--- src/design/adc_conv_pkg.sv ---
/*
  Constants, carrier structs and helpers for the ADC conversion configuration
  and accumulator block. Assumes an AXI4-Lite master with 32-bit data and a
  SAR core that answers a start pulse with a done pulse and right-aligned data.
*/
// Contract
// - Conversion clock is source clock divided by divider field bits 7:3 plus one.
// - Divider source is system clock with burst off, low-power oscillator with burst on.
// - Eight-bit enable bit 2 clear gives 10-bit mode, set gives 8-bit results.
// - Normal track mode starts conversion right after start event, no extra tracking.
// - Delayed track mode tracks three conversion clocks after start, then converts.
// - Gain select clear gives gain 0.5, set gives gain 1.
// - Accumulator config bit 7 enables 12-bit conversion mode.
// - Burst off: accumulate enable keeps running sum, else only latest result.
// - Accumulate enable bit 6 is write-only and always reads zero.
// - Shift/justify: 000 none, 001 right one, 01x right two, 100 left justify.
// - Repeat count sets burst conversions: 1, 4, 8, 16, 32, 64.
// - Done flag sets after one conversion, or whole burst; software clears it.
// - Burst with delayed tracking inserts three conversion clocks before each conversion.
`default_nettype none
package adc_conv_pkg;
  ////////////////////////////////////////////////////////////////////////////
  // Register indices; byte address is four times the index
  localparam logic [9:0] IDX_ACC_CFG = 10'h0ba;
  localparam logic [9:0] IDX_CFG     = 10'h0bc;
  localparam logic [9:0] IDX_CTRL    = 10'h0c0;
  localparam logic [9:0] IDX_STATUS  = 10'h0c1;
  localparam logic [9:0] IDX_CLEAR   = 10'h0c2;
  localparam logic [9:0] IDX_IRQ_EN  = 10'h0c3;
  localparam logic [9:0] IDX_RESULT  = 10'h0c4;
  // Field positions
  localparam int CFG_DIV_LSB   = 3;
  localparam int CFG_EIGHT_BIT = 2;
  localparam int CFG_DELAYED   = 1;
  localparam int CFG_GAIN      = 0;
  localparam int ACC_TWELVE    = 7;
  localparam int ACC_AE        = 6;
  localparam int ACC_SJ_LSB    = 3;
  localparam int ACC_RPT_LSB   = 0;
  localparam int CTRL_EN       = 0;
  localparam int CTRL_BURST    = 1;
  localparam int CTRL_START    = 2;
  // Reset values
  localparam logic [7:0] CFG_RESET     = 8'hf8;
  localparam logic [7:0] ACC_CFG_RESET = 8'h00;
  localparam logic [1:0] CTRL_RESET    = 2'h0;
  // Tracking length in conversion-clock cycles
  localparam logic [1:0] TRACK_CYCLES  = 2'h3;
  localparam logic [1:0] RESP_OKAY     = 2'h0;
  localparam logic [1:0] RESP_SLVERR   = 2'h2;
  ////////////////////////////////////////////////////////////////////////////
  typedef enum logic [2:0] {
    PH_IDLE    = 3'b001,
    PH_TRACK   = 3'b010,
    PH_CONVERT = 3'b100
  } phase_type;
  // Static settings handed to the analog front end
  typedef struct packed {
    logic eight_bit_mode_enable;
    logic twelve_bit_mode_enable;
    logic input_gain_select;
  } analog_ctrl_type;
  // Burst length for a repeat code; reserved codes fall back to one
  function automatic logic [6:0] repeat_total(input logic [2:0] code);
    case (code)
      3'h1: repeat_total = 7'h04;
      3'h2: repeat_total = 7'h08;
      3'h3: repeat_total = 7'h10;
      3'h4: repeat_total = 7'h20;
      3'h5: repeat_total = 7'h40;
      default: repeat_total = 7'h01;
    endcase
  endfunction
endpackage
`default_nettype wire

--- src/design/adc_conv_ctrl.sv ---
/*
  Conversion clock divider, track/convert sequencer, result accumulator and
  its AXI4-Lite register file with a done interrupt. Assumes sar_done is a
  one-cycle pulse on aclk answering sar_start, and lp_osc_pin is asynchronous.
*/
`default_nettype none
module adc_conv_ctrl (
  input  wire logic                           aclk,
  input  wire logic                           aresetn,
  input  wire logic [11:0]                    s_axi_awaddr,
  input  wire logic                           s_axi_awvalid,
  output logic                                s_axi_awready,
  input  wire logic [31:0]                    s_axi_wdata,
  input  wire logic [3:0]                     s_axi_wstrb,
  input  wire logic                           s_axi_wvalid,
  output logic                                s_axi_wready,
  output logic [1:0]                          s_axi_bresp,
  output logic                                s_axi_bvalid,
  input  wire logic                           s_axi_bready,
  input  wire logic [11:0]                    s_axi_araddr,
  input  wire logic                           s_axi_arvalid,
  output logic                                s_axi_arready,
  output logic [31:0]                         s_axi_rdata,
  output logic [1:0]                          s_axi_rresp,
  output logic                                s_axi_rvalid,
  input  wire logic                           s_axi_rready,
  input  wire logic                           lp_osc_pin,
  input  wire logic                           start_trigger,
  output logic                                sar_start,
  input  wire logic                           sar_done,
  input  wire logic [11:0]                    sar_data,
  output logic                                conversion_clock,
  output adc_conv_pkg::analog_ctrl_type       analog_ctrl,
  output logic                                irq
);
  ////////////////////////////////////////////////////////////////////////////
  typedef struct packed {
    logic                   awv;
    logic [9:0]             awidx;
    logic                   wv;
    logic [31:0]            wdata;
    logic [3:0]             wstrb;
    logic                   bvalid;
    logic [1:0]             bresp;
    logic                   rvalid;
    logic [31:0]            rdata;
    logic [1:0]             rresp;
    logic [7:0]             cfg;
    logic [7:0]             acc_cfg;
    logic [1:0]             ctrl;
    logic                   done;
    logic                   irq_en;
    logic [2:0]             lp_sync;
    logic [4:0]             div_cnt;
    logic                   conv_tick;
    adc_conv_pkg::phase_type phase;
    logic [1:0]             trk_cnt;
    logic [6:0]             burst_cnt;
    logic                   sar_start;
    logic [15:0]            acc;
  } state_type;

  state_type st_reg;
  state_type st_next;

  logic        src_tick;
  logic        soc;
  logic        delayed;
  logic        burst;
  logic [15:0] sample;
  logic [15:0] result_fmt;
  logic [31:0] rd_val;
  logic        rd_hit;
  logic        wr_hit;
  logic        wr_fire;
  logic        conv_end;
  logic        burst_last;
  logic [4:0]  div_field;

  ////////////////////////////////////////////////////////////////////////////
  // Decoded settings
  assign div_field  = st_reg.cfg[adc_conv_pkg::CFG_DIV_LSB +: 5];
  assign delayed    = st_reg.cfg[adc_conv_pkg::CFG_DELAYED];
  assign burst      = st_reg.ctrl[adc_conv_pkg::CTRL_BURST];
  assign conv_end   = (st_reg.phase == adc_conv_pkg::PH_CONVERT) && sar_done;
  assign burst_last = st_reg.burst_cnt ==
                      adc_conv_pkg::repeat_total(st_reg.acc_cfg[adc_conv_pkg::ACC_RPT_LSB +: 3]) - 7'h01;
  // Burst pulls the divider onto rising oscillator edges, else every aclk
  assign src_tick = burst ? (st_reg.lp_sync[1] & ~st_reg.lp_sync[2]) : 1'b1;
  assign wr_fire  = st_reg.awv && st_reg.wv && !st_reg.bvalid;
  assign soc = (st_reg.phase == adc_conv_pkg::PH_IDLE) && st_reg.ctrl[adc_conv_pkg::CTRL_EN] &&
               (start_trigger || (wr_fire && st_reg.awidx == adc_conv_pkg::IDX_CTRL &&
                                  st_reg.wstrb[0] && st_reg.wdata[adc_conv_pkg::CTRL_START]));

  // Sample width follows the resolution bits; twelve-bit wins over eight
  always_comb begin
    if (st_reg.acc_cfg[adc_conv_pkg::ACC_TWELVE]) begin
      sample = {4'h0, sar_data};
    end else if (st_reg.cfg[adc_conv_pkg::CFG_EIGHT_BIT]) begin
      sample = {8'h00, sar_data[7:0]};
    end else begin
      sample = {6'h00, sar_data[9:0]};
    end
  end

  // Read formatting of the accumulator
  always_comb begin
    unique case (st_reg.acc_cfg[adc_conv_pkg::ACC_SJ_LSB +: 3])
      3'h1: result_fmt = st_reg.acc >> 1;
      3'h2, 3'h3: result_fmt = st_reg.acc >> 2;
      3'h4: begin
        if (st_reg.acc_cfg[adc_conv_pkg::ACC_TWELVE]) begin
          result_fmt = st_reg.acc << 4;
        end else if (st_reg.cfg[adc_conv_pkg::CFG_EIGHT_BIT]) begin
          result_fmt = st_reg.acc << 8;
        end else begin
          result_fmt = st_reg.acc << 6;
        end
      end
      default: result_fmt = st_reg.acc;
    endcase
  end

  // Read mux; accumulate enable is masked out of the readback
  always_comb begin
    rd_hit = 1'b1;
    rd_val = 32'h0000_0000;
    unique case (s_axi_araddr[11:2])
      adc_conv_pkg::IDX_ACC_CFG: rd_val[7:0] = st_reg.acc_cfg & ~(8'h01 << adc_conv_pkg::ACC_AE);
      adc_conv_pkg::IDX_CFG:     rd_val[7:0] = st_reg.cfg;
      adc_conv_pkg::IDX_CTRL:    rd_val[1:0] = st_reg.ctrl;
      adc_conv_pkg::IDX_STATUS:  rd_val[0]   = st_reg.done;
      adc_conv_pkg::IDX_CLEAR:   rd_val      = 32'h0000_0000;
      adc_conv_pkg::IDX_IRQ_EN:  rd_val[0]   = st_reg.irq_en;
      adc_conv_pkg::IDX_RESULT:  rd_val[15:0] = result_fmt;
      default:                   rd_hit = 1'b0;
    endcase
  end

  always_comb begin
    unique case (st_reg.awidx)
      adc_conv_pkg::IDX_ACC_CFG, adc_conv_pkg::IDX_CFG, adc_conv_pkg::IDX_CTRL,
      adc_conv_pkg::IDX_CLEAR, adc_conv_pkg::IDX_IRQ_EN, adc_conv_pkg::IDX_RESULT: wr_hit = 1'b1;
      default: wr_hit = 1'b0;
    endcase
  end

  ////////////////////////////////////////////////////////////////////////////
  // Next-state logic for bus, registers, divider, sequencer and accumulator
  always_comb begin
    st_next = st_reg;
    st_next.lp_sync = {st_reg.lp_sync[1:0], lp_osc_pin};
    // Write channels are taken independently, answered once both are held
    if (s_axi_awvalid && !st_reg.awv) begin
      st_next.awv   = 1'b1;
      st_next.awidx = s_axi_awaddr[11:2];
    end
    if (s_axi_wvalid && !st_reg.wv) begin
      st_next.wv    = 1'b1;
      st_next.wdata = s_axi_wdata;
      st_next.wstrb = s_axi_wstrb;
    end
    if (st_reg.bvalid && s_axi_bready) begin
      st_next.bvalid = 1'b0;
    end
    if (wr_fire) begin
      st_next.awv    = 1'b0;
      st_next.wv     = 1'b0;
      st_next.bvalid = 1'b1;
      st_next.bresp  = wr_hit ? adc_conv_pkg::RESP_OKAY : adc_conv_pkg::RESP_SLVERR;
      if (st_reg.wstrb[0]) begin
        unique case (st_reg.awidx)
          adc_conv_pkg::IDX_ACC_CFG: st_next.acc_cfg = st_reg.wdata[7:0];
          adc_conv_pkg::IDX_CFG:     st_next.cfg = st_reg.wdata[7:0];
          adc_conv_pkg::IDX_CTRL:    st_next.ctrl = st_reg.wdata[1:0];
          adc_conv_pkg::IDX_IRQ_EN:  st_next.irq_en = st_reg.wdata[0];
          adc_conv_pkg::IDX_RESULT:  st_next.acc[7:0] = st_reg.wdata[7:0];
          default: ;
        endcase
      end
      if (st_reg.wstrb[1] && st_reg.awidx == adc_conv_pkg::IDX_RESULT) begin
        st_next.acc[15:8] = st_reg.wdata[15:8];
      end
    end
    // Read answers one cycle after the address is taken
    if (st_reg.rvalid && s_axi_rready) begin
      st_next.rvalid = 1'b0;
    end
    if (s_axi_arvalid && !st_reg.rvalid) begin
      st_next.rvalid = 1'b1;
      st_next.rdata  = rd_val;
      st_next.rresp  = rd_hit ? adc_conv_pkg::RESP_OKAY : adc_conv_pkg::RESP_SLVERR;
    end
    // Divide the source by field plus one
    st_next.conv_tick = 1'b0;
    if (src_tick) begin
      if (st_reg.div_cnt >= div_field) begin
        st_next.div_cnt   = 5'h00;
        st_next.conv_tick = 1'b1;
      end else begin
        st_next.div_cnt = st_reg.div_cnt + 5'h01;
      end
    end
    // Sequencer
    st_next.sar_start = 1'b0;
    unique case (st_reg.phase)
      adc_conv_pkg::PH_IDLE: begin
        if (soc) begin
          st_next.burst_cnt = 7'h00;
          st_next.trk_cnt   = 2'h0;
          if (burst) begin
            st_next.acc = 16'h0000;
          end
          if (delayed) begin
            st_next.phase = adc_conv_pkg::PH_TRACK;
          end else begin
            st_next.phase     = adc_conv_pkg::PH_CONVERT;
            st_next.sar_start = 1'b1;
          end
        end
      end
      adc_conv_pkg::PH_TRACK: begin
        if (st_reg.conv_tick) begin
          st_next.trk_cnt = st_reg.trk_cnt + 2'h1;
          if (st_reg.trk_cnt == adc_conv_pkg::TRACK_CYCLES - 2'h1) begin
            st_next.phase     = adc_conv_pkg::PH_CONVERT;
            st_next.sar_start = 1'b1;
          end
        end
      end
      adc_conv_pkg::PH_CONVERT: begin
        if (sar_done) begin
          st_next.trk_cnt = 2'h0;
          if (burst) begin
            st_next.acc       = st_reg.acc + sample;
            st_next.burst_cnt = st_reg.burst_cnt + 7'h01;
            if (burst_last) begin
              st_next.phase = adc_conv_pkg::PH_IDLE;
            end else if (delayed) begin
              st_next.phase = adc_conv_pkg::PH_TRACK;
            end else begin
              st_next.sar_start = 1'b1;
            end
          end else begin
            st_next.phase = adc_conv_pkg::PH_IDLE;
            st_next.acc = st_reg.acc_cfg[adc_conv_pkg::ACC_AE] ? st_reg.acc + sample : sample;
          end
        end
      end
    endcase
    // Done flag: a completion in the clearing cycle still sets it
    if (wr_fire && st_reg.wstrb[0] && st_reg.awidx == adc_conv_pkg::IDX_CLEAR && st_reg.wdata[0]) begin
      st_next.done = 1'b0;
    end
    if (conv_end && (!burst || burst_last)) begin
      st_next.done = 1'b1;
    end
  end

  // Single state register, synchronous reset
  always_ff @(posedge aclk) begin
    if (!aresetn) begin
      st_reg         <= '0;
      st_reg.cfg     <= adc_conv_pkg::CFG_RESET;
      st_reg.acc_cfg <= adc_conv_pkg::ACC_CFG_RESET;
      st_reg.ctrl    <= adc_conv_pkg::CTRL_RESET;
      st_reg.phase   <= adc_conv_pkg::PH_IDLE;
    end else begin
      st_reg <= st_next;
    end
  end

  ////////////////////////////////////////////////////////////////////////////
  assign s_axi_awready    = !st_reg.awv;
  assign s_axi_wready     = !st_reg.wv;
  assign s_axi_bvalid     = st_reg.bvalid;
  assign s_axi_bresp      = st_reg.bresp;
  assign s_axi_arready    = !st_reg.rvalid;
  assign s_axi_rvalid     = st_reg.rvalid;
  assign s_axi_rdata      = st_reg.rdata;
  assign s_axi_rresp      = st_reg.rresp;
  assign sar_start        = st_reg.sar_start;
  assign conversion_clock = st_reg.conv_tick;
  assign irq              = st_reg.done && st_reg.irq_en;
  // One driver for the whole struct, so no member is written by two assigns
  always_comb begin
    analog_ctrl.eight_bit_mode_enable  = st_reg.cfg[adc_conv_pkg::CFG_EIGHT_BIT];
    analog_ctrl.twelve_bit_mode_enable = st_reg.acc_cfg[adc_conv_pkg::ACC_TWELVE];
    analog_ctrl.input_gain_select      = st_reg.cfg[adc_conv_pkg::CFG_GAIN];
  end
endmodule // adc_conv_ctrl
`default_nettype wire

--- config.mk ---
export PLATFORM = sky130hd
export DESIGN_NAME = adc_conv_ctrl
export DESIGN_NICKNAME = d
export VERILOG_FILES = /design/src/design/adc_conv_pkg.sv /design/src/design/adc_conv_ctrl.sv
export SDC_FILE = /design/constraint.sdc
export NUM_CORES = 1
export LEC_CHECK = 0
export ABC_CLOCK_PERIOD_IN_PS = 7240
export BUFFER_PORTS_ARGS = -buffer_cell sky130_fd_sc_hd__buf_2
export CAP_MARGIN = 10
export CORE_MARGIN = 2
export CORE_UTILIZATION = 45
export DETAILED_ROUTE_END_ITERATION = 16
export GPL_TIMING_DRIVEN = 1
export PLACE_DENSITY_LB_ADDON = 0.05
export SLEW_MARGIN = 20
export SYNTH_ARGS = -nofsm -noshare
export SYNTH_HDL_FRONTEND = slang
export SYNTH_SLANG_ARGS = --single-unit
--- constraint.sdc ---
create_clock -name aclk -period 7.24 [get_ports aclk]
set_input_delay 1.448 -clock aclk [delete_from_list [all_inputs] [get_ports aclk]]
set_output_delay 1.448 -clock aclk [all_outputs]
set_load 0.02 [all_outputs]
* Word level (Yosys, flattened, before mapping) *
Cells that the tools add are included.
Widths: inputs -> output; s select.

storage, ports and cells
  bits of input ports = 82
  bits in registers = 110

cells by class
  eq/ne operators = 33
  add/sub/neg operators = 5
  order comparisons = 1
  multiplexer cells = 47
  bitwise operators = 3
  reduce and logical (&&, ||, !) cells = 42

operators by type and width
  operator             count
  $eq 10x8->1 const B  13
  $mux 16              6
  $mux 29              2
  $pmux 16 s3          1
  $mux 8               5
  $mux 35              1
  $pmux 7 s5           1
  $pmux 16 s2          1
  $logic_and 1x1->1    19
  $mux 3               6
  $pmux 6 s3           1
  $add 16x16->16       1
  $eq 3x2->1 const B   5
  $pmux 5 s3           1
  $reduce_and 3->1     5
  $pmux 7 s2           1
  $eq 3x3->1 const B   4
  $mux 1               12
  $mux 12              1
  $mux 10              1
  $mux 5               2
  $ne 2x2->1 const B   5
  $eq 3x1->1 const B   3
  $reduce_bool 2->1    4
  22 further kinds     30

* Logic depth before layout (Yosys ltp) *
Gate-level depths: netlist of the first run.

  word-level depth = 9
  depth in mapped cells = 10
  gate-level depth less buffers = 9

* Worst setup path before layout of the first run *
OpenSTA, ideal clock, no wires.

  path type = input to register
  start point = input port sar_data[0]
  end point = register st_reg[14] in the netlist's numbering
  stages = 8
  arrival time = 3.305 ns
  buffers on the path = 0
  required time = 7.113 ns
  setup slack = 3.808 ns
  cell sequence = ha_1 -> fa_1 -> a211o_1 -> a21o_1 -> a211oi_1 -> a211o_1 -> nor4_1 -> or3_1

between the ends
  longest elaborated chain between the ends = 7

ends and longest elaborated chain
  item                  line                                        RTL
  start, declared       adc_conv_ctrl.sv:31                         input wire logic [11:0] sar_data,
  $mux 10               adc_conv_ctrl.sv:99                         end else if (st_reg.cfg[adc_conv_pkg::CFG_EIGHT_BIT]) begin
  $mux 12 (*)           adc_conv_ctrl.sv:97                         if (st_reg.acc_cfg[adc_conv_pkg::ACC_TWELVE]) begin
  $add 16x16->16 (*)    adc_conv_ctrl.sv:235, adc_conv_ctrl.sv:246
  $mux 16               adc_conv_ctrl.sv:246                        st_next.acc = st_reg.acc_cfg[adc_conv_pkg::ACC_AE] ? st_reg.acc + sample : sample;
  $mux 16 (*)           adc_conv_ctrl.sv:234                        if (burst) begin
  $mux 29 (*)           adc_conv_ctrl.sv:232                        if (sar_done) begin
  $pmux 16 s2 (*)       adc_conv_ctrl.sv:206                        unique case (st_reg.phase)
  end signal, assigned  adc_conv_ctrl.sv:269                        st_reg <= st_next;
  end, declared         adc_conv_ctrl.sv:63                         state_type st_reg;

Mark *: on every way between the ends. The rest lies on a longest branch, timed or not. The select of a mux whose other input is x is not followed.
A chain may end at the register's enable or synchronous reset.

* Worst setup path after layout of the first run *
Ends and elaborated chain as after synthesis.

==> impl_metrics.json, run 1 <==
{
  "min_to": "st_reg[37]",
  "firstDrtPassIters": 5,
  "route.detailed.drc": 0,
  "grt_util_met2_pct": 33.2,
  "synth_xor_area_share_pct": 2.53,
  "cts_buffers": 9,
  "slowest_stage": "fa_1",
  "core.rowCount": 44,
  "clock-sinks": 108,
  "synth_fa_ha_area_share_pct": 4.11,
  "grt_usage_pct": 22.0,
  "arrival_ns": 3.63,
  "reg2reg_depth": 8,
  "clockBufferDepth": 2,
  "cp-end-kind": "flip-flop",
  "yosysWarningCount": 0,
  "port_buffers": 88,
  "dieHeight_um": 125,
  "ys_ff_latch": 108,
  "synth_edf_count": 0,
  "ant_nets": 0,
  "synthMuxAreaShare_pct": 10.1,
  "die_x_um": 125,
  "dr_total_vias": 5829,
  "yosysMostFrequentCell": "dfxtp_1",
  "tightest_slew_ns": 1.02,
  "largest_reg_flops": 74,
  "slew_violations": 0,
  "cts_resized": 0,
  "synth-compound-area-share_pct": 20.5,
  "synth_cell_types": 75,
  "initial_core_util_pct": 45.6,
  "wl_per_cell_um": 16.6,
  "syn_to_final_growth_pct": 9.41,
  "cts_tree": "done",
  "layout-drive-gt1-share_pct": 15.9,
  "synth_top_cell_by_area": "dfxtp_1",
  "grtUsageMet1_pct": 31.6,
  "syn_inst": 805,
  "async_flop_share_pct": 0,
  "avgSynthCellArea_um2": 8.17,
  "fin_crit_ns": 3.39,
  "synth_seq_area_share_pct": 32.9,
  "io_pins": 129,
  "core_region_area_um2": 14400,
  "viasPerCell": 5.64,
  "grt_max_degree": 56,
  "cp_max_fo": 4,
  "timing.slew.headroom_pct": 32.2,
  "cp-start-kind": "input port",
  "grt_pass1_vias": 5548,
  "layout.nets": 947,
  "synth_top_flop_cell": "dfxtp_1",
  "tns_ns": 0,
  "synth_top_family_by_area": "simple AND/OR/NAND/NOR gates",
  "hold_violations": 0,
  "reg2reg_to": "st_reg[15]",
  "worst_skew_pair.late_latency_ns": 0.36,
  "grt_antenna_before_repair": 0,
  "diodes": 0,
  "dp_hpwl_um": 12600,
  "outcome": "completed",
  "top_usage_layer": "met2",
  "gp_congestion": 0.897,
  "ir_worst_vdd_uv": 112,
  "wirelength_um": 17200,
  "cap_violations": 0,
  "period_share_pct": 46.8,
  "crit_type": "in2reg",
  "yosysTopAreaCellShare_pct": 32.9,
  "synth_common_cells": "dfxtp_1 (108), nand2_1 (102), a21oi_1 (73)",
  "fin_ws_ns": 3.85,
  "pwr-share-seq_pct": 47.6,
  "final_core_utilization_pct": 49.9,
  "max_freq_mhz": 295,
  "ff2ff_setup_slack_ns": 4.15,
  "fillers": 1447,
  "p_int_mw": 1.01,
  "post_cts_buffers": 0,
  "whs_ns": 0.437,
  "power_density_nw_per_um2": 192,
  "required_ns": 7.48,
  "cts.hold.buffers_added": 0,
  "comb_power_share_pct": 13.8,
  "cts_root_buf": "clkbuf_16",
  "p_leak_nw": 3.16,
  "pre_cts_ws_ns": 3.48,
  "overflow": 0,
  "cp_common_cell": "a211o_1",
  "die_area_um2": 15600,
  "p_switching_mw": 0.379,
  "worstHoldPathCells": 2,
  "drt-initial-drc-count": 448,
  "slowest_delay_ns": 0.43,
  "finalSetupViolCount": 0,
  "path_cells": "buf_2 > ha_1 > fa_1 > a211o_1 > a21o_1 > a211oi_1 > a211o_1 > nor4_1 > or3_1",
  "use_met3_pct": 3.01,
  "p_sw_share_pct": 27.4,
  "grt_pass1_wl_um": 28100,
  "worstHoldPathType": "reg2reg",
  "path_clk_slew_ns": 0.07,
  "synth-simple-area-share_pct": 21.8,
  "clockPowerShare_pct": 38.6,
  "r2r-start": "analog_ctrl[1]",
  "syn-cell-area_um2": 6580,
  "hold_path.startpoint": "st_next[37]",
  "cts_htree_levels": 3,
  "skew_ns": 0.00914,
  "grt_setup_unrepaired": "false",
  "ys_top_cells_by_area": "dfxtp_1 (33%), mux2i_1 (8.1%), nand2_1 (5.8%), a21oi_1 (5.6%), buf_4 (4.6%)"
}
## metrics by stage
stage	total power [mW]	instance area (um^2)	instances
final	1.38	7200	1033
after global routing	1.45	7200	1033
after CTS	1.40	7200	1033
after detailed placement	0.864	6880	1017
after global placement	0.857	6880	1017
after floorplan	0.813	6640	822
## cell type report
cell class                      instances  area, um^2  area share [%]
Sequential cell                       108        2160            30.0
Clock inverter                          5        85.1            1.18
Multi-Input combinational cell        615        3960            55.0
Clock buffer                           11         233            3.23
Tap cell                              184         230            3.20
Inverter                               20        75.1            1.04
Timing Repair Buffer                   90         455            6.33
## cells by family (layout without fill, tap and decap cells)
logic type,Yosys count,count (layout)
and+or+nand+nor,284,284
AOI/OAI and AO/OA,208,208
DFF,108,108
buffers and inverters,99,126
muxes,65,65
adders and majority gates,21,21
xor gates and xnor gates,19,19
other,1,18
## cell usage in the layout, fill, tap and decap left out, types with 7 or more instances in the layout
| cell | instances |
|---|---|
| and2_1 | 13 |
| nand2b_1 | 8 |
| a221oi_1 | 7 |
| o21ai_0 | 35 |
| nand4_1 | 13 |
| and3_1 | 8 |
| o211ai_1 | 9 |
| dfxtp_1 | 108 |
| xnor2_1 | 7 |
| a21o_1 | 12 |
| buf_2 | 88 |
| inv_1 | 18 |
| nor3_1 | 8 |
| ha_1 | 20 |
| mux2i_1 | 53 |
| nor2_1 | 68 |
| nand2_1 | 102 |
| mux2_2 | 12 |
| clkbuf_16 | 9 |
| o22ai_1 | 10 |
| o22a_1 | 7 |
| a21oi_1 | 73 |
| nand3_1 | 9 |
| xor2_1 | 12 |
| conb_1 | 18 |
## power by group through the flow
| stage | combinational, mW | clock (mW) | sequential, mW |
|---|---|---|---|
| 3_5_place_dp | 0.192 | 0 | 0.672 |
| 3_3_place_gp | 0.186 | 0 | 0.670 |
| 6_report | 0.192 | 0.534 | 0.659 |
| 5_1_grt | 0.216 | 0.573 | 0.664 |
| 2_1_floorplan | 0.158 | 0 | 0.655 |
| 4_1_cts | 0.192 | 0.552 | 0.658 |
## critical path: cells and delay by family
kind                       cells  cell delay [ns]
adders and majority gates      2             0.66
and+or+nand+nor                2             0.43
AOI/OAI and AO/OA              4             0.98
buffers and inverters          1             0.12
## worst max-delay path by stage
stage                      end   startpoint  cells after the start
finish              st_reg[14]  sar_data[0]                      9
global route        st_reg[11]  sar_data[6]                      8
CTS                 st_reg[14]  sar_data[0]                      9
detailed placement  st_reg[14]  sar_data[0]                      9
global placement    st_reg[12]  sar_data[0]                      9
floorplan           st_reg[14]  sar_data[0]                      8
## routing by layer
layer	vias to the layer above	share of wire (%)
met1	2716	50
li1	2926	-
met4	0	2.1
met5	-	0
met3	29	4.4
met2	158	43
Power figures use the tool's default switching activity.
==> run 2, diff against run 1 <==
- ABC_CLOCK_PERIOD_IN_PS: 7240 -> 2900
- clock period: 7.24 -> 2.9 ns (I/O delays scaled with it)
==> impl_metrics.json, run 2 (synthesis results as in run 1) <==
{
  "p_leak_nw": 3.27,
  "diodes": 0,
  "cp_max_fo": 4,
  "grt_usage_pct": 23.0,
  "die_x_um": 125,
  "worst_skew_pair.late_latency_ns": 0.36,
  "p_total_mw": 3.62,
  "grt_setup_unrepaired": "false",
  "crit_type": "in2reg",
  "slew_violations": 0,
  "io_pins": 129,
  "p_switching_mw": 0.970,
  "reg2reg_depth": 8,
  "cp-startpoint": "sar_data[0]",
  "cts_resized": 0,
  "finalSetupViolCount": 0,
  "fillers": 1417,
  "tns_ns": 0,
  "period_share_pct": 86.6,
  "fin_crit_ns": 2.51,
  "clockBufferDepth": 2,
  "cap_violations": 0,
  "path_clk_slew_ns": 0.07,
  "post-place-cells": 1035,
  "wl_per_cell_um": 17.0,
  "comb_power_share_pct": 13.8,
  "port_buffers": 88,
  "pwr-share-seq_pct": 45.3,
  "largest_reg_flops": 74,
  "core.rowCount": 44,
  "cts_htree_levels": 3,
  "p_int_mw": 2.65,
  "syn_to_final_growth_pct": 12.3,
  "ant_nets": 0,
  "initial_core_util_pct": 45.6,
  "dp_hpwl_um": 13000,
  "outcome": "completed",
  "cts.hold.buffers_added": 0,
  "min_to": "s_axi_rvalid",
  "tightest_slew_ns": 0.669,
  "post_cts_buffers": 0,
  "cts_buffers": 9,
  "max_freq_mhz": 398,
  "hold_violations": 0,
  "viasPerCell": 5.70,
  "cp-end-kind": "flip-flop",
  "worstHoldPathCells": 2,
  "layout_common_cells": "dfxtp_1 (108), nand2_1 (102), buf_2 (88), a21oi_1 (73), nor2_1 (68)",
  "gp_congestion": 0.838,
  "clockPowerShare_pct": 40.9,
  "grt_pass1_wl_um": 29200,
  "reg2reg_to": "st_reg[12]",
  "layout-drive-gt1-share_pct": 17.9,
  "power_density_nw_per_um2": 490,
  "wirelength_um": 17800,
  "clock-sinks": 108,
  "route.detailed.drc": 0,
  "grt_antenna_before_repair": 0,
  "timing.slew.headroom_pct": 55.3,
  "overflow": 0,
  "p_sw_share_pct": 26.8,
  "die_area_um2": 15600,
  "dieHeight_um": 125,
  "arrival_ns": 2.75,
  "firstDrtPassIters": 5,
  "final_cell_area_um2": 7390,
  "core_region_area_um2": 14400,
  "r2r-start": "st_reg[0]",
  "grt_pass1_vias": 5646,
  "drt-initial-drc-count": 365,
  "skew_ns": 0.00796,
  "grt_max_degree": 56,
  "cp-start-kind": "input port",
  "place_area_um2": 7030,
  "layout.nets": 965,
  "hold_path.startpoint": "s_axi_rready",
  "cts_root_buf": "clkbuf_16",
  "required_ns": 3.14,
  "instances_no_fill": 1051,
  "ir_worst_vdd_uv": 305,
  "mostFrequentLayoutCell": "dfxtp_1",
  "worstHoldPathType": "in2reg",
  "cts_tree": "done",
  "dr_total_vias": 5987,
  "ff2ff_setup_slack_ns": 0.44
}
-- run 2: cell count changes in the layout (fill, tap and decap cells not counted) --
cell / previous run / this run
buf_12: 0 / 1
buf_4: 2 / 19
bufinv_16: 2 / 3
clkbuf_1: 2 / 0
clkbuf_8: 0 / 2
clkinv_4: 1 / 0
-- run 2: layout make-up --
class	count	area [um^2]	share of cell area, %
multi-input cells	615	3960	53.6
flip-flops and latches	108	2160	29.3
repair buffers	108	603	8.16
clock buffers	11	253	3.42
well taps	184	230	3.12
clock inverters	5	106	1.44
inverters	20	75.1	1.02
-- run 2: routing by layer --
| layer | wire length (um) | part of all wire [%] | up-vias | global-route usage, % |
|---|---|---|---|---|
| li1 | - | - | 2968 | - |
| met1 | 8600 | 48 | 2820 | 32.4 |
| met2 | 7900 | 44 | 176 | 35.5 |
| met3 | 968 | 5.4 | 23 | 3.52 |
| met4 | 348 | 2.0 | 0 | 9.22 |
| met5 | 0 | 0 | - | 0 |
-- run 2: power groups by stage --
stage / combinational [mW] / clock, mW / sequential, mW
after floorplan: 0.395 / 0 / 1.63
after global placement: 0.481 / 0 / 1.67
after detailed placement: 0.495 / 0 / 1.67
after CTS: 0.499 / 1.51 / 1.64
after global routing: 0.555 / 1.57 / 1.65
final: 0.499 / 1.48 / 1.64
-- run 2: worst max-delay path by stage --
stage	end	slack, ns
3_5_place_dp	st_reg[12]	0.03
5_1_grt	st_reg[12]	0.29
3_3_place_gp	st_reg[14]	0.05
4_1_cts	st_reg[12]	0.38
6_report	st_reg[12]	0.39
2_1_floorplan	st_reg[14]	0.30
-- run 2: through the flow --
| stage | utilization (%) | setup WS (ns) | hold WS, ns |
|---|---|---|---|
| 5_1_grt | 51.2 | 0.291 | 0.415 |
| 3_5_place_dp | 48.7 | 0.0252 | 0.432 |
| 4_1_cts | 51.2 | 0.384 | 0.392 |
| 6_report | 51.2 | 0.389 | 0.408 |
| 3_3_place_gp | 48.7 | 0.0534 | 0.429 |
| 2_1_floorplan | - | 0.301 | 0.412 |
-- run 2: critical path: stages --
cell      delay [ns]
buf_2           0.12
ha_1            0.22
fa_1            0.42
a211o_1         0.34
a21o_1          0.19
a211oi_1        0.24
a211o_1         0.20
nor3_1          0.06
or3_1           0.38
==> run 3, diff against run 2 <==
==> constraint.sdc (replaced) <==
create_clock -name aclk -period 2.9 [get_ports aclk]
set_input_delay 0.145 -clock aclk [delete_from_list [all_inputs] [get_ports aclk]]
set_output_delay 0.145 -clock aclk [all_outputs]
set_load 0.02 [all_outputs]
==> impl_metrics.json, run 3 (synthesis results as in run 1) <==
{
  "period_share_pct": 89.5,
  "clockBufferDepth": 2,
  "crit_family": "compound AO/OA/AOI/OAI gates",
  "cap_violations": 0,
  "instances_no_fill": 1048,
  "post-place-cells": 1030,
  "initial_core_util_pct": 45.6,
  "pre_cts_ws_ns": 0.330,
  "grt_antenna_before_repair": 0,
  "grt_setup_unrepaired": "false",
  "firstDrtPassIters": 5,
  "tns_ns": 0,
  "dr_total_vias": 6029,
  "cts.hold.buffers_added": 2,
  "hold_path.startpoint": "s_axi_wdata[9]",
  "ant_nets": 0,
  "route.detailed.drc": 0,
  "gp_congestion": 0.867,
  "layout.nets": 962,
  "dieHeight_um": 125,
  "dp_hpwl_um": 12800,
  "arrival_ns": 2.84,
  "tightest_slew_ns": 0.916,
  "wirelength_um": 17500,
  "ir_worst_vdd_uv": 306,
  "grt_max_degree": 59,
  "layout_common_cells": "dfxtp_1 (108), nand2_1 (102), buf_2 (88), a21oi_1 (73), nor2_1 (68)",
  "path_cells": "ha_1 > fa_1 > a211o_1 > a21o_1 > a211oi_1 > a211o_1 > nor3_1 > or3_1",
  "grt_pass1_vias": 5617,
  "min_to": "st_reg[109]",
  "grt_usage_pct": 22.5,
  "layout-drive-gt1-share_pct": 17.4,
  "power_density_nw_per_um2": 476,
  "crit_buf_inv": 0,
  "cts_root_buf": "clkbuf_16",
  "cp-end-kind": "flip-flop",
  "hold_violations": 0,
  "viasPerCell": 5.75,
  "cts_tree": "done",
  "skew_ns": 0.0102,
  "crit_type": "reg2reg",
  "final_core_utilization_pct": 50.8,
  "slowest_delay_ns": 0.43,
  "die_area_um2": 15600,
  "reg2reg_to": "st_reg[12]",
  "path_clk_slew_ns": 0.07,
  "grt_pass1_wl_um": 28700,
  "place_area_um2": 6980,
  "fin_crit_ns": 2.59,
  "finalSetupViolCount": 0,
  "die_x_um": 125,
  "slew_violations": 0,
  "fillers": 1424,
  "p_total_mw": 3.49,
  "cp_max_fo": 7,
  "slowest_stage": "fa_1",
  "outcome": "completed",
  "overflow": 0,
  "p_leak_nw": 3.24,
  "worstHoldPathType": "in2reg",
  "io_pins": 129,
  "core_region_area_um2": 14400,
  "drt-initial-drc-count": 402,
  "cp_common_cell": "a211o_1",
  "ff2ff_setup_slack_ns": 0.31,
  "cts_htree_levels": 3,
  "fin_ws_ns": 0.306,
  "max_freq_mhz": 385,
  "reg2reg_depth": 8,
  "diodes": 0,
  "clock-sinks": 108,
  "port_buffers": 88,
  "worst_skew_pair.late_latency_ns": 0.36,
  "required_ns": 3.14,
  "final_cell_area_um2": 7330,
  "cts_buffers": 9,
  "syn_to_final_growth_pct": 11.3,
  "largest_reg_flops": 74,
  "cts_resized": 0,
  "whs_ns": 0.0192,
  "worstHoldPathCells": 3,
  "wl_per_cell_um": 16.7,
  "mostFrequentLayoutCell": "dfxtp_1",
  "timing.slew.headroom_pct": 38.8,
  "r2r-start": "st_reg[0]",
  "cp-start-kind": "flip-flop",
  "core.rowCount": 44,
  "post_cts_buffers": 0
}
-- run 3: cell count changes in the layout (fill, tap and decap cells not counted), sizes merged --
| cell | before | now |
|---|---|---|
| buf | 108 | 103 |
| clkinv | 1 | 4 |
| dlygate4sd3 | 0 | 2 |
| bufinv | 3 | 2 |
| clkbuf | 11 | 10 |
| inv | 20 | 19 |
-- run 3: where the power goes --
group	internal, mW	total, mW	switching [mW]
Combinational	0.206	0.497	0.290
Sequential	1.55	1.64	0.0909
Clock	0.781	1.35	0.574
-- run 3: metal layers --
metal	GRT usage [%]	part of all wire, %	vias to the layer above
li1	-	-	2962
met1	31.8	49	2834
met2	35.2	44	205
met3	2.88	5.0	28
met4	8.56	2.3	0
met5	0	0	-
-- run 3: worst max path at each step --
| stage | startpoint | to | slack, ns | cells past startpoint |
|---|---|---|---|---|
| global placement | st_reg[0] | st_reg[14] | 0.37 | 8 |
| floorplan | analog_ctrl[2] | st_reg[14] | 0.30 | 10 |
| finish | st_reg[0] | st_reg[12] | 0.31 | 8 |
| detailed placement | st_reg[0] | st_reg[12] | 0.33 | 8 |
| CTS | st_reg[0] | st_reg[12] | 0.32 | 8 |
| global route | st_reg[0] | st_reg[12] | 0.19 | 8 |
-- run 3: area by class of cell --
cell class / count / area (um^2) / share of cell area, %
tap: 184 / 230 / 3.14
timing repair buffer: 105 / 573 / 7.82
multi-input combinational: 615 / 3960 / 54.0
sequential: 108 / 2160 / 29.5
inverter: 20 / 76.3 / 1.04
clock inverter: 6 / 86.3 / 1.18
clock buffer: 10 / 239 / 3.26
-- run 3: worst min-delay path: stages --
cell and delay [ns]:
buf_2 0.09, nand2_1 0.04, a21oi_1 0.05
